===== src/gpio_port_pkg.sv =====
// Constants, selection codes and pin carriers for the general-purpose port logic.
package gpio_port_pkg;

  localparam int          AXIS_PINS          = 4;
  localparam int          SHARED_PINS        = 6;
  localparam int          DATA_W             = 8;
  localparam logic        FUNC_PHASE         = 1'b0;
  localparam logic        FUNC_GENERAL       = 1'b1;
  localparam logic [3:0]  AXIS_LEVEL_RESET   = 4'h0;
  localparam logic [3:0]  AXIS_ENABLE_RESET  = 4'hF;
  localparam logic [5:0]  SHARED_LEVEL_RESET = 6'h00;
  localparam logic [5:0]  SHARED_DIR_RESET   = 6'h3F;
  localparam logic [7:0]  READ_ZERO          = 8'h00;

  // Register currently chosen by the register selection command.
  typedef enum logic [1:0] {
    SEL_OTHER,
    SEL_AXIS_PORT,
    SEL_SHARED_DIR,
    SEL_SHARED_LEVEL
  } reg_sel_t;

  // Output level and output enable of one axis pin group.
  typedef struct packed {
    logic [AXIS_PINS-1:0] level;
    logic [AXIS_PINS-1:0] enable;
  } axis_drive_t;

  // Output level and output enable of the shared pin group.
  typedef struct packed {
    logic [SHARED_PINS-1:0] level;
    logic [SHARED_PINS-1:0] enable;
  } shared_drive_t;

endpackage : gpio_port_pkg


===== src/general_purpose_port_logic.sv =====
// Per-axis and shared general-purpose pin logic with its registers.
`timescale 1ns/10ps
module general_purpose_port_logic #(
  parameter int AXES       = 1,
  parameter int AXIS_IDX_W = 2
) (
  input  wire logic                                        sys_clk_i,
  input  wire logic                                        reset_n_i,
  input  gpio_port_pkg::reg_sel_t                          reg_sel_i,
  input  wire logic [AXIS_IDX_W-1:0]                       axis_sel_i,
  input  wire logic                                        low_byte_write_strobe_i,
  input  wire logic [gpio_port_pkg::DATA_W-1:0]            write_buffer_i,
  output logic      [gpio_port_pkg::DATA_W-1:0]            rd_data_o,
  input  wire logic                                        legacy_mode_i,
  input  wire logic [AXES-1:0]                             axis_func_sel_i,
  input  wire logic [AXES-1:0][gpio_port_pkg::AXIS_PINS-1:0] axis_pin_direction_bits_i,
  input  wire logic [AXES-1:0][gpio_port_pkg::AXIS_PINS-1:0] phase_sequence_outputs_i,
  input  wire logic [AXES-1:0][gpio_port_pkg::AXIS_PINS-1:0] axis_general_pins_i,
  output gpio_port_pkg::axis_drive_t [AXES-1:0]            axis_general_pins_o,
  input  wire logic [gpio_port_pkg::SHARED_PINS-1:0]       shared_general_pins_i,
  output gpio_port_pkg::shared_drive_t                     shared_general_pins_o
);
  import gpio_port_pkg::*;

  logic [AXES-1:0][AXIS_PINS-1:0] axis_sync1_q;
  logic [AXES-1:0][AXIS_PINS-1:0] axis_sync2_q;
  logic [SHARED_PINS-1:0]         shared_sync1_q;
  logic [SHARED_PINS-1:0]         shared_sync2_q;
  logic [AXES-1:0][AXIS_PINS-1:0] axis_level_q;
  logic [AXES-1:0][AXIS_PINS-1:0] axis_level_d;
  logic [SHARED_PINS-1:0]         shared_dir_q;
  logic [SHARED_PINS-1:0]         shared_dir_d;
  logic [SHARED_PINS-1:0]         shared_level_q;
  logic [SHARED_PINS-1:0]         shared_level_d;
  logic [DATA_W-1:0]              rd_data_q;
  logic [DATA_W-1:0]              rd_data_d;
  axis_drive_t [AXES-1:0]         axis_drive_q;
  axis_drive_t [AXES-1:0]         axis_drive_d;
  shared_drive_t                  shared_drive_q;
  shared_drive_t                  shared_drive_d;
  logic                           axis_sel_ok;
  logic                           axis_access;

  // Pin levels pass two flip-flops before anything reads them.
  always_ff @(posedge sys_clk_i or negedge reset_n_i) begin
    if (!reset_n_i) begin
      axis_sync1_q   <= '0;
      axis_sync2_q   <= '0;
      shared_sync1_q <= '0;
      shared_sync2_q <= '0;
    end else begin
      axis_sync1_q   <= axis_general_pins_i;
      axis_sync2_q   <= axis_sync1_q;
      shared_sync1_q <= shared_general_pins_i;
      shared_sync2_q <= shared_sync1_q;
    end
  end

  // The axis port register is reachable only outside legacy mode and for an existing axis.
  assign axis_sel_ok = (int'(axis_sel_i) < AXES);
  assign axis_access = axis_sel_ok && !legacy_mode_i && (reg_sel_i == SEL_AXIS_PORT);

  // Register writes, read data and pin drive are computed here.
  always_comb begin
    axis_level_d   = axis_level_q;
    shared_dir_d   = shared_dir_q;
    shared_level_d = shared_level_q;
    rd_data_d      = READ_ZERO;
    if (low_byte_write_strobe_i) begin
      if (axis_access) begin
        axis_level_d[axis_sel_i] = write_buffer_i[AXIS_PINS-1:0];
      end else if (reg_sel_i == SEL_SHARED_DIR) begin
        shared_dir_d = write_buffer_i[SHARED_PINS-1:0];
      end else if (reg_sel_i == SEL_SHARED_LEVEL) begin
        shared_level_d = write_buffer_i[SHARED_PINS-1:0];
      end
    end
    if (axis_access) begin
      rd_data_d = {{(DATA_W-AXIS_PINS){1'b0}}, axis_sync2_q[axis_sel_i]};
    end else if (reg_sel_i == SEL_SHARED_LEVEL) begin
      rd_data_d = {{(DATA_W-SHARED_PINS){1'b0}}, shared_sync2_q};
    end
    for (int a = 0; a < AXES; a++) begin
      if (axis_func_sel_i[a] == FUNC_GENERAL && !legacy_mode_i) begin
        axis_drive_d[a].level  = axis_level_q[a];
        axis_drive_d[a].enable = ~axis_pin_direction_bits_i[a];
      end else begin
        axis_drive_d[a].level  = phase_sequence_outputs_i[a];
        axis_drive_d[a].enable = AXIS_ENABLE_RESET;
      end
    end
    shared_drive_d.level  = shared_level_q;
    shared_drive_d.enable = ~shared_dir_q;
  end

  // All state except the pin sync stages is registered here; one shared set exists however many axes there are.
  always_ff @(posedge sys_clk_i or negedge reset_n_i) begin
    if (!reset_n_i) begin
      axis_level_q   <= {AXES{AXIS_LEVEL_RESET}};
      shared_dir_q   <= SHARED_DIR_RESET;
      shared_level_q <= SHARED_LEVEL_RESET;
      rd_data_q      <= READ_ZERO;
      for (int a = 0; a < AXES; a++) begin
        axis_drive_q[a] <= '{level: AXIS_LEVEL_RESET, enable: AXIS_ENABLE_RESET};
      end
      shared_drive_q <= '{level: SHARED_LEVEL_RESET, enable: ~SHARED_DIR_RESET};
    end else begin
      axis_level_q   <= axis_level_d;
      shared_dir_q   <= shared_dir_d;
      shared_level_q <= shared_level_d;
      rd_data_q      <= rd_data_d;
      axis_drive_q   <= axis_drive_d;
      shared_drive_q <= shared_drive_d;
    end
  end

  assign rd_data_o             = rd_data_q;
  assign axis_general_pins_o   = axis_drive_q;
  assign shared_general_pins_o = shared_drive_q;
endmodule : general_purpose_port_logic


===== config.mk =====
export PLATFORM = sky130hd
export DESIGN_NAME = general_purpose_port_logic
export DESIGN_NICKNAME = d
export VERILOG_FILES = /design/src/gpio_port_pkg.sv /design/src/general_purpose_port_logic.sv
export SDC_FILE = /design/constraint.sdc
export NUM_CORES = 1
export LEC_CHECK = 0
export BUFFER_PORTS_ARGS = -buffer_cell sky130_fd_sc_hd__buf_2
export CORE_AREA = 2 2 61 75
export DETAILED_ROUTE_END_ITERATION = 16
export DIE_AREA = 0 0 63 77
export PLACE_DENSITY = 0.88
export SETUP_SLACK_MARGIN = 0.4
export SLEW_MARGIN = 20
export SYNTH_ARGS = -nofsm -noshare
export SYNTH_HDL_FRONTEND = slang
export SYNTH_SLANG_ARGS = --single-unit

===== constraint.sdc =====
create_clock -name sys_clk_i -period 0.85 [get_ports sys_clk_i]
set_input_delay 0.0425 -clock sys_clk_i [delete_from_list [all_inputs] [get_ports sys_clk_i]]
set_output_delay 0.0425 -clock sys_clk_i [all_outputs]
set_load 0.03 [all_outputs]

# After elaboration in Yosys (flattened, before gate mapping)
# Cells that the tools add are included.
# classes
n_addsub	0
mul	0
n_div	0
magnitude_cmp	3
eq_ne	3
shift	0
n_mux	6
n_bitwise	4
reduce_logical	8
# ops
operator	count
$mux 6	2
$mux 4	2
$mux 8	1
$not 6->6	1
$bwmux 4	1
$eq 2x2->1 const B	2
$logic_and 1x1->1	4
$lt 2x1->1 const B	2
$not 4->4	1
$reduce_and 4->1	1
$reduce_and 3->1	1
$eq 2x1->1 const B	1
$ge 2x1->1 const B	1
$not 1->1	2
$reduce_and 2->1	1
$logic_not 1->1	1
# totals
regBits	64
latchBits	0
mem_bits_rw	0
romBits	0
output_inout_bits	28
wordCells	36
memories	0

# Depth between registers and ports, before layout
# Gate-level depths: netlist (run 1).
# logic_depth
depth_word	5
depth_mapped	4
mapped_depth_nobuf	3

# Worst setup path before layout (run 1)
# No wires, ideal clock.
# synth_path
path_type	input port to flip-flop
startpoint	in axis_sel_i[1]
endpoint	reg axis_level_q[0] (netlist name)
setup_time_ns	0.125
arrival_ns	0.688
required_time_ns	0.725
path_slack_ns	0.037
cell_stages	3
path_cell_list	nor3_2 nand4b_2 mux2_2
# synth_between
elab_chain_cells	4
elab_cells_between_ends	9
# synth_lines
element	line	text
start: declaration	general_purpose_port_logic.sv:10	input wire logic [AXIS_IDX_W-1:0] axis_sel_i,
$ge 2x1->1 (implied by the code) or $lt 2x1->1 (tied branches)	general_purpose_port_logic.sv:71, general_purpose_port_logic.sv:60	
$logic_and 1x1->1 (on tied branches)	general_purpose_port_logic.sv:71, general_purpose_port_logic.sv:61	
$mux 4 (implied by the code) or $logic_and 1x1->1 (tied branches)	general_purpose_port_logic.sv:71, general_purpose_port_logic.sv:61	
$bwmux 4 or $reduce_and 2->1 (tied branches)	n/a	
end signal: assignment	general_purpose_port_logic.sv:99	axis_level_q <= {AXES{AXIS_LEVEL_RESET}};
end signal: assignment	general_purpose_port_logic.sv:108	axis_level_q <= axis_level_d;
end: declaration	general_purpose_port_logic.sv:29	logic [AXES-1:0][AXIS_PINS-1:0] axis_level_q;
# Parallel ways exist; a longest one is shown, timed or not.
# A chain may end at the register's enable or synchronous reset.

# Final worst setup path (run 1)
# layout_path
startpoint	reg axis_drive_q, in the netlist axis_general_pins_o[0]
endpoint	out axis_general_pins_o[0] (netlist name)
# layout_rtl
element	line	text
start: declaration	general_purpose_port_logic.sv:37	axis_drive_t [AXES-1:0] axis_drive_q;
start signal: indexed assignment	general_purpose_port_logic.sv:104	axis_drive_q[a] <= '{level: AXIS_LEVEL_RESET, enable: AXIS_ENABLE_RESET};
start signal: assignment	general_purpose_port_logic.sv:112	axis_drive_q <= axis_drive_d;
end: declaration	general_purpose_port_logic.sv:19	output gpio_port_pkg::axis_drive_t [AXES-1:0] axis_general_pins_o,
# No word-level cell between the ends.

==> impl_metrics.json, run 1 <==
{
  "status": "finished, violations left",
  "violations": "negative hold slack, negative setup slack",
  "drtAntennaViolNets": 0,
  "synth_fa_ha_area_share_pct": 0,
  "synth_ff_type": "dfrtp_1",
  "cp_slowest_cell": "dfstp_2",
  "yosys_register_bits": 62,
  "tns_ps": -1670,
  "skew_ps": 7.42,
  "period_share_pct": 120,
  "first_iter_violations": 36,
  "numCtsBuffers": 9,
  "fp.dieH_um": 77,
  "synthesis.area_um2": 1970,
  "rsz0062_at_grt": "yes",
  "grt_use_total_pct": 17.3,
  "synth-edff-count": 0,
  "dp_slack_ps": -113,
  "initial_core_util_pct": 47.7,
  "synth-simple-area-share_pct": 7.49,
  "fill_cells": 278,
  "fin_crit_ps": 1020,
  "crit_type": "flip-flop to primary output",
  "synth_top_area_share_pct": 66.0,
  "die_w_um": 63,
  "fin_hold_ws_ps": -278,
  "antenna_found_initial": 0,
  "drive_gt1_share_pct": 72.1,
  "clock-sinks": 62,
  "critPathArrivalTime_ps": 980,
  "hpwl_mm": 2.49,
  "synthArstFlopShare_pct": 100,
  "yosysWarnings": 0,
  "final.setup.worst_slack_ps": -169,
  "netlist_top_cells_area": "dfrtp_1 66%, dfstp_2 13%, mux2_2 9.1%, nand2_1 3.0%, a22o_1 1.8%",
  "path_clk_slew_ps": 60,
  "io_buffer_count": 58,
  "yosysMostFrequentCell": "dfrtp_1",
  "grt_pass1_vias": 1290,
  "cts_max_level": 3,
  "wirelength_mm": 3.64,
  "synth_top_family_by_area": "multiplexers",
  "nNetsFinal": 231,
  "std_cell_rows": 26,
  "gr-total-overflow": 0,
  "cts.path.max_buffers": 2,
  "drv_cap": 0,
  "path_max_fanout": 1,
  "syn_inst": 118,
  "cts_root_buf": "clkbuf_8",
  "synth.distinct_cells": 18,
  "max_freq_mhz": 982,
  "power_mw": 7.62,
  "path_cells": "buf_6",
  "grt_pass1_wl_mm": 6.11,
  "leakagePower_nw": 1.45,
  "vias": 1158,
  "power.density_nw_per_um2": 2610,
  "die_area_um2": 4850,
  "finalSetupViolCount": 26,
  "final-seq-area_um2": 1590,
  "irDropWorstVdd_mv": 1.58,
  "routed_via_density": 4.51,
  "dpl.cell_count": 239,
  "syn_avg_cell_area_um2": 16.7,
  "cts_tree": "done",
  "cp_top_family": "flip-flops",
  "cp-end-kind": "primary output",
  "max_stage_delay_ps": 530,
  "gp_congestion": 0.717,
  "min_path_type": "input port to asynchronous set/reset pin",
  "dr.pass1.iters": 3,
  "ys_seq_area_share_pct": 79.3,
  "synth_compound_area_share_pct": 1.78,
  "multi_input_area_um2": 450,
  "worstPathRequired_ps": 810,
  "grt_start_max_net_pins": 63,
  "fin_cells": 257,
  "yosysTopAreaCell": "dfrtp_1",
  "synthMuxAreaShare_pct": 9.14,
  "fp.coreArea_um2": 4130,
  "area_delta_synth_final_pct": 48.1,
  "worst-path-buf-inv": 1,
  "io_pins": 63,
  "hold_viol": 87,
  "wire_per_inst_um": 14.2,
  "startpoint_type": "flip-flop",
  "synth_common_cells": "52 x dfrtp_1, 16 x mux2_2, 16 x nand2_1",
  "insertion_delay_ps": 320,
  "drv_slew": 0,
  "drc": 0,
  "synth-xor-area-share_pct": 0,
  "antenna_cells": 0
}
## final timing paths
path                                           from                endpoint  slack, ps  cells after the start
setup / recovery             axis_general_pins_o[0]  axis_general_pins_o[0]       -170                      1
hold / removal                            reset_n_i       shared_sync2_q[0]       -280                      2
setup reg to reg                    axis_level_q[3]         axis_level_q[3]         80                      1
hold reg to reg                     axis_sync1_q[1]         axis_sync2_q[1]        340                      0
max in group asynchronous                 reset_n_i         shared_dir_q[1]        820                      2
min in group sys_clk_i     shared_general_pins_i[5]       shared_sync1_q[5]       -180                      1
## logic make-up (layout without fill, tap and decap cells)
| logic type | count (synthesis) | count (layout) |
|---|---|---|
| AO/OA/AOI/OAI | 4 | 4 |
| buffers and inverters | 9 | 91 |
| flip-flops | 62 | 62 |
| multiplexers | 16 | 16 |
| other | 1 | 2 |
| AND/OR/NAND/NOR | 26 | 26 |
## state kept, by name (all words and copies together), names as in the netlist
signal,flops
axis_sync2_q,4
shared_dir_q,6
shared_general_pins_o,12
rd_data_o,6
shared_sync1_q,6
axis_sync1_q,4
axis_general_pins_o,8
shared_level_q,6
shared_sync2_q,6
axis_level_q,4
## metrics by stage
step           util (%)  hold WS [ps]  area, um2
2_1_floorplan         -          -253       2040
5_1_grt            70.7          -262       2920
3_5_place_dp       59.6          80.3       2460
6_report           70.7          -278       2920
3_3_place_gp       59.6          64.0       2460
4_1_cts            70.5          -279       2910
## report_power, final
part | leakage (nW) | total (mW) | internal [mW] | switching, mW
combinational | 0.630 | 1.19 | 0.616 | 0.575
sequential | 0.704 | 3.54 | 3.36 | 0.176
clock | 0.120 | 2.89 | 1.89 | 1.00
## final cells by class
type	count	share of cell area (%)
Clock buffer	13	5.78
Tap cell	56	2.40
Sequential cell	62	54.5
Inverter	6	0.771
Timing Repair Buffer	69	18.9
Multi-Input combinational cell	48	15.4
Clock inverter	3	2.23
## repair_timing
item                       in CTS  in global routing
buffers inserted                2                  0
setup endpoints to repair      74                 74
gates cloned                    0                  0
pin swaps                       0                  3
hold endpoints to repair       91                 80
resized for setup              66                  5
## cell usage in the layout, fill, tap and decap left out
cell	instances
buf_2	32
nand2_2	2
bufinv_16	2
clkinv_2	1
buf_4	9
nand2_1	14
nor3_4	1
a22o_1	4
and3b_2	1
and2_4	1
dfstp_2	10
dfrtp_2	22
and3_1	2
clkbuf_1	1
nand2_4	1
clkbuf_8	12
nand2b_1	1
inv_2	6
nand3b_1	1
nand4b_4	1
buf_12	1
dfrtp_1	30
mux2_4	16
conb_1	2
nor2b_1	1
buf_6	27
## per-layer routing
layer  vias up  routed length (um)  global-route usage, %
li1        539                   -                      -
met1       577                1380                   18.7
met2        38                2030                   29.1
met3         4                 185                   6.74
met4         0                  42                   8.67
met5         -                   0                      0
(Power assumes the default switching activity.)
==> run 2, diff against run 1 <==
Settings changed: CORE_AREA 2 2 61 75 to 2 2 68 82, DIE_AREA 0 0 63 77 to 0 0 70 84, GPL_TIMING_DRIVEN from default to 0, PLACE_DENSITY 0.88 to 0.76.
==> impl_metrics.json, run 2 (synthesis gave the netlist of run 1 again) <==
{
  "vias": 1169,
  "power_mw": 7.29,
  "path_cells": "buf_6",
  "initial_core_util_pct": 38.3,
  "wire_per_inst_um": 13.6,
  "period_share_pct": 121,
  "insertion_delay_ps": 330,
  "tightestPinTransition_ps": 532,
  "status": "finished, violations left",
  "startpoint_type": "flip-flop",
  "largest_reg_flops": 12,
  "leakagePower_nw": 1.44,
  "final.setup.worst_slack_ps": -175,
  "nNetsFinal": 231,
  "drive_gt1_share_pct": 68.7,
  "fin_hold_ws_ps": -330,
  "drtAntennaViolNets": 0,
  "critPathArrivalTime_ps": 980,
  "hold_viol": 79,
  "tns_ps": -1850,
  "max_freq_mhz": 976,
  "max_stage_delay_ps": 530,
  "first_iter_violations": 64,
  "cp-endpoint": "axis_general_pins_o[2]",
  "wirelength_mm": 3.58,
  "crit_start": "axis_general_pins_o[2]",
  "cts_max_level": 3,
  "cp_slowest_cell": "dfstp_2",
  "power.density_nw_per_um2": 2510,
  "cp_top_family": "flip-flops",
  "grt_pass1_vias": 1189,
  "dp_slack_ps": -160,
  "r2r_cells": 1,
  "cts_tree": "done",
  "antenna_found_initial": 0,
  "drv_cap": 0,
  "final_cell_area_um2": 2900,
  "path_max_fanout": 1,
  "grt_pass1_wl_mm": 5.70,
  "fp.coreArea_um2": 5150,
  "crit_type": "flip-flop to primary output",
  "io_pins": 63,
  "drc": 0,
  "antenna_cells": 0,
  "fin_cells": 263,
  "drv_slew": 0,
  "gr-total-overflow": 0,
  "numCtsBuffers": 9,
  "max_slew_margin_pct": 64.5,
  "fp.dieH_um": 84,
  "cp-end-kind": "primary output",
  "violations": "negative hold slack, negative setup slack",
  "rsz0062_at_grt": "yes",
  "std_cell_rows": 29,
  "path_clk_slew_ps": 60,
  "fin_crit_ps": 1020,
  "die_w_um": 70,
  "worst-path-buf-inv": 1,
  "timing.rr.start": "shared_level_q[2]",
  "routed_via_density": 4.44,
  "placed_area_um2": 2410,
  "cts_root_buf": "clkbuf_8",
  "finalSetupViolCount": 26,
  "cp.depth": 1,
  "io_buffer_count": 58,
  "worstPathRequired_ps": 810,
  "cts.path.max_buffers": 2,
  "r2r_slack_ps": 80,
  "die_area_um2": 5880,
  "clock-sinks": 62,
  "grt_use_total_pct": 13.3,
  "fin_util_pct": 56.4,
  "irDropWorstVdd_mv": 1.72,
  "dpl.cell_count": 239,
  "layout_commonest_cell": "buf_2",
  "skew_ps": 4.86,
  "dr.pass1.iters": 6,
  "gp_congestion": 0.722,
  "rr_endpoint": "shared_level_q[2]",
  "min_path_type": "input port to asynchronous set/reset pin",
  "grt_start_max_net_pins": 63,
  "hpwl_mm": 2.28,
  "area_delta_synth_final_pct": 47.3,
  "layout_common_cells": "31 x buf_2, 30 x dfrtp_1, 30 x buf_6"
}
## run 2: cell count changes in the layout (fill, tap and decap cells not counted), sizes merged
| cell | delta |
|---|---|
| buf | -4 |
| bufinv | -1 |
| clkbuf | +3 |
| clkinv | -1 |
| dlygate4sd3 | +3 |
## run 2: where the power goes
| part | leakage, nW | total [mW] | internal, mW | switching (mW) |
|---|---|---|---|---|
| Sequential | 0.704 | 3.53 | 3.36 | 0.170 |
| Combinational | 0.640 | 1.23 | 0.640 | 0.589 |
| Clock | 0.0979 | 2.53 | 1.52 | 1.01 |
## run 2: worst min path at each step
stage,startpoint,end,slack [ps],cells after the start
final,reset_n_i,shared_level_q[1],-330,1
after CTS,reset_n_i,shared_level_q[1],-210,1
after global routing,reset_n_i,shared_level_q[1],-300,1
after floorplan,reset_n_i,axis_general_pins_o[4],-250,0
after detailed placement,reset_n_i,shared_level_q[1],150,1
after global placement,shared_general_pins_i[4],shared_sync1_q[4],150,1
## run 2: routing by layer
layer | GRT usage (%) | vias up | wire length, um
met4 | 8.92 | 0 | 91
met3 | 4.23 | 8 | 254
met1 | 16.6 | 571 | 1500
met2 | 19.7 | 57 | 1740
met5 | 0 | - | 0
li1 | - | 533 | -
## run 2: what timing repair did
| action | CTS | global route |
|---|---|---|
| pin swaps | 1 | 2 |
| gates resized for setup | 66 | 8 |
| setup buffers | 5 | 0 |
| endpoints found under the hold margin | 86 | 85 |
| setup endpoints to repair | 74 | 86 |
## run 2: area by class of cell
class | instances | area, um2
sequential | 62 | 1590
multi-input combinational | 48 | 458
inverter | 6 | 22.5
timing repair buffer | 66 | 538
buffer | 3 | 20.0
clock buffer | 15 | 166
clock inverter | 1 | 30.0
fill | 395 | 2250
tap | 62 | 77.6
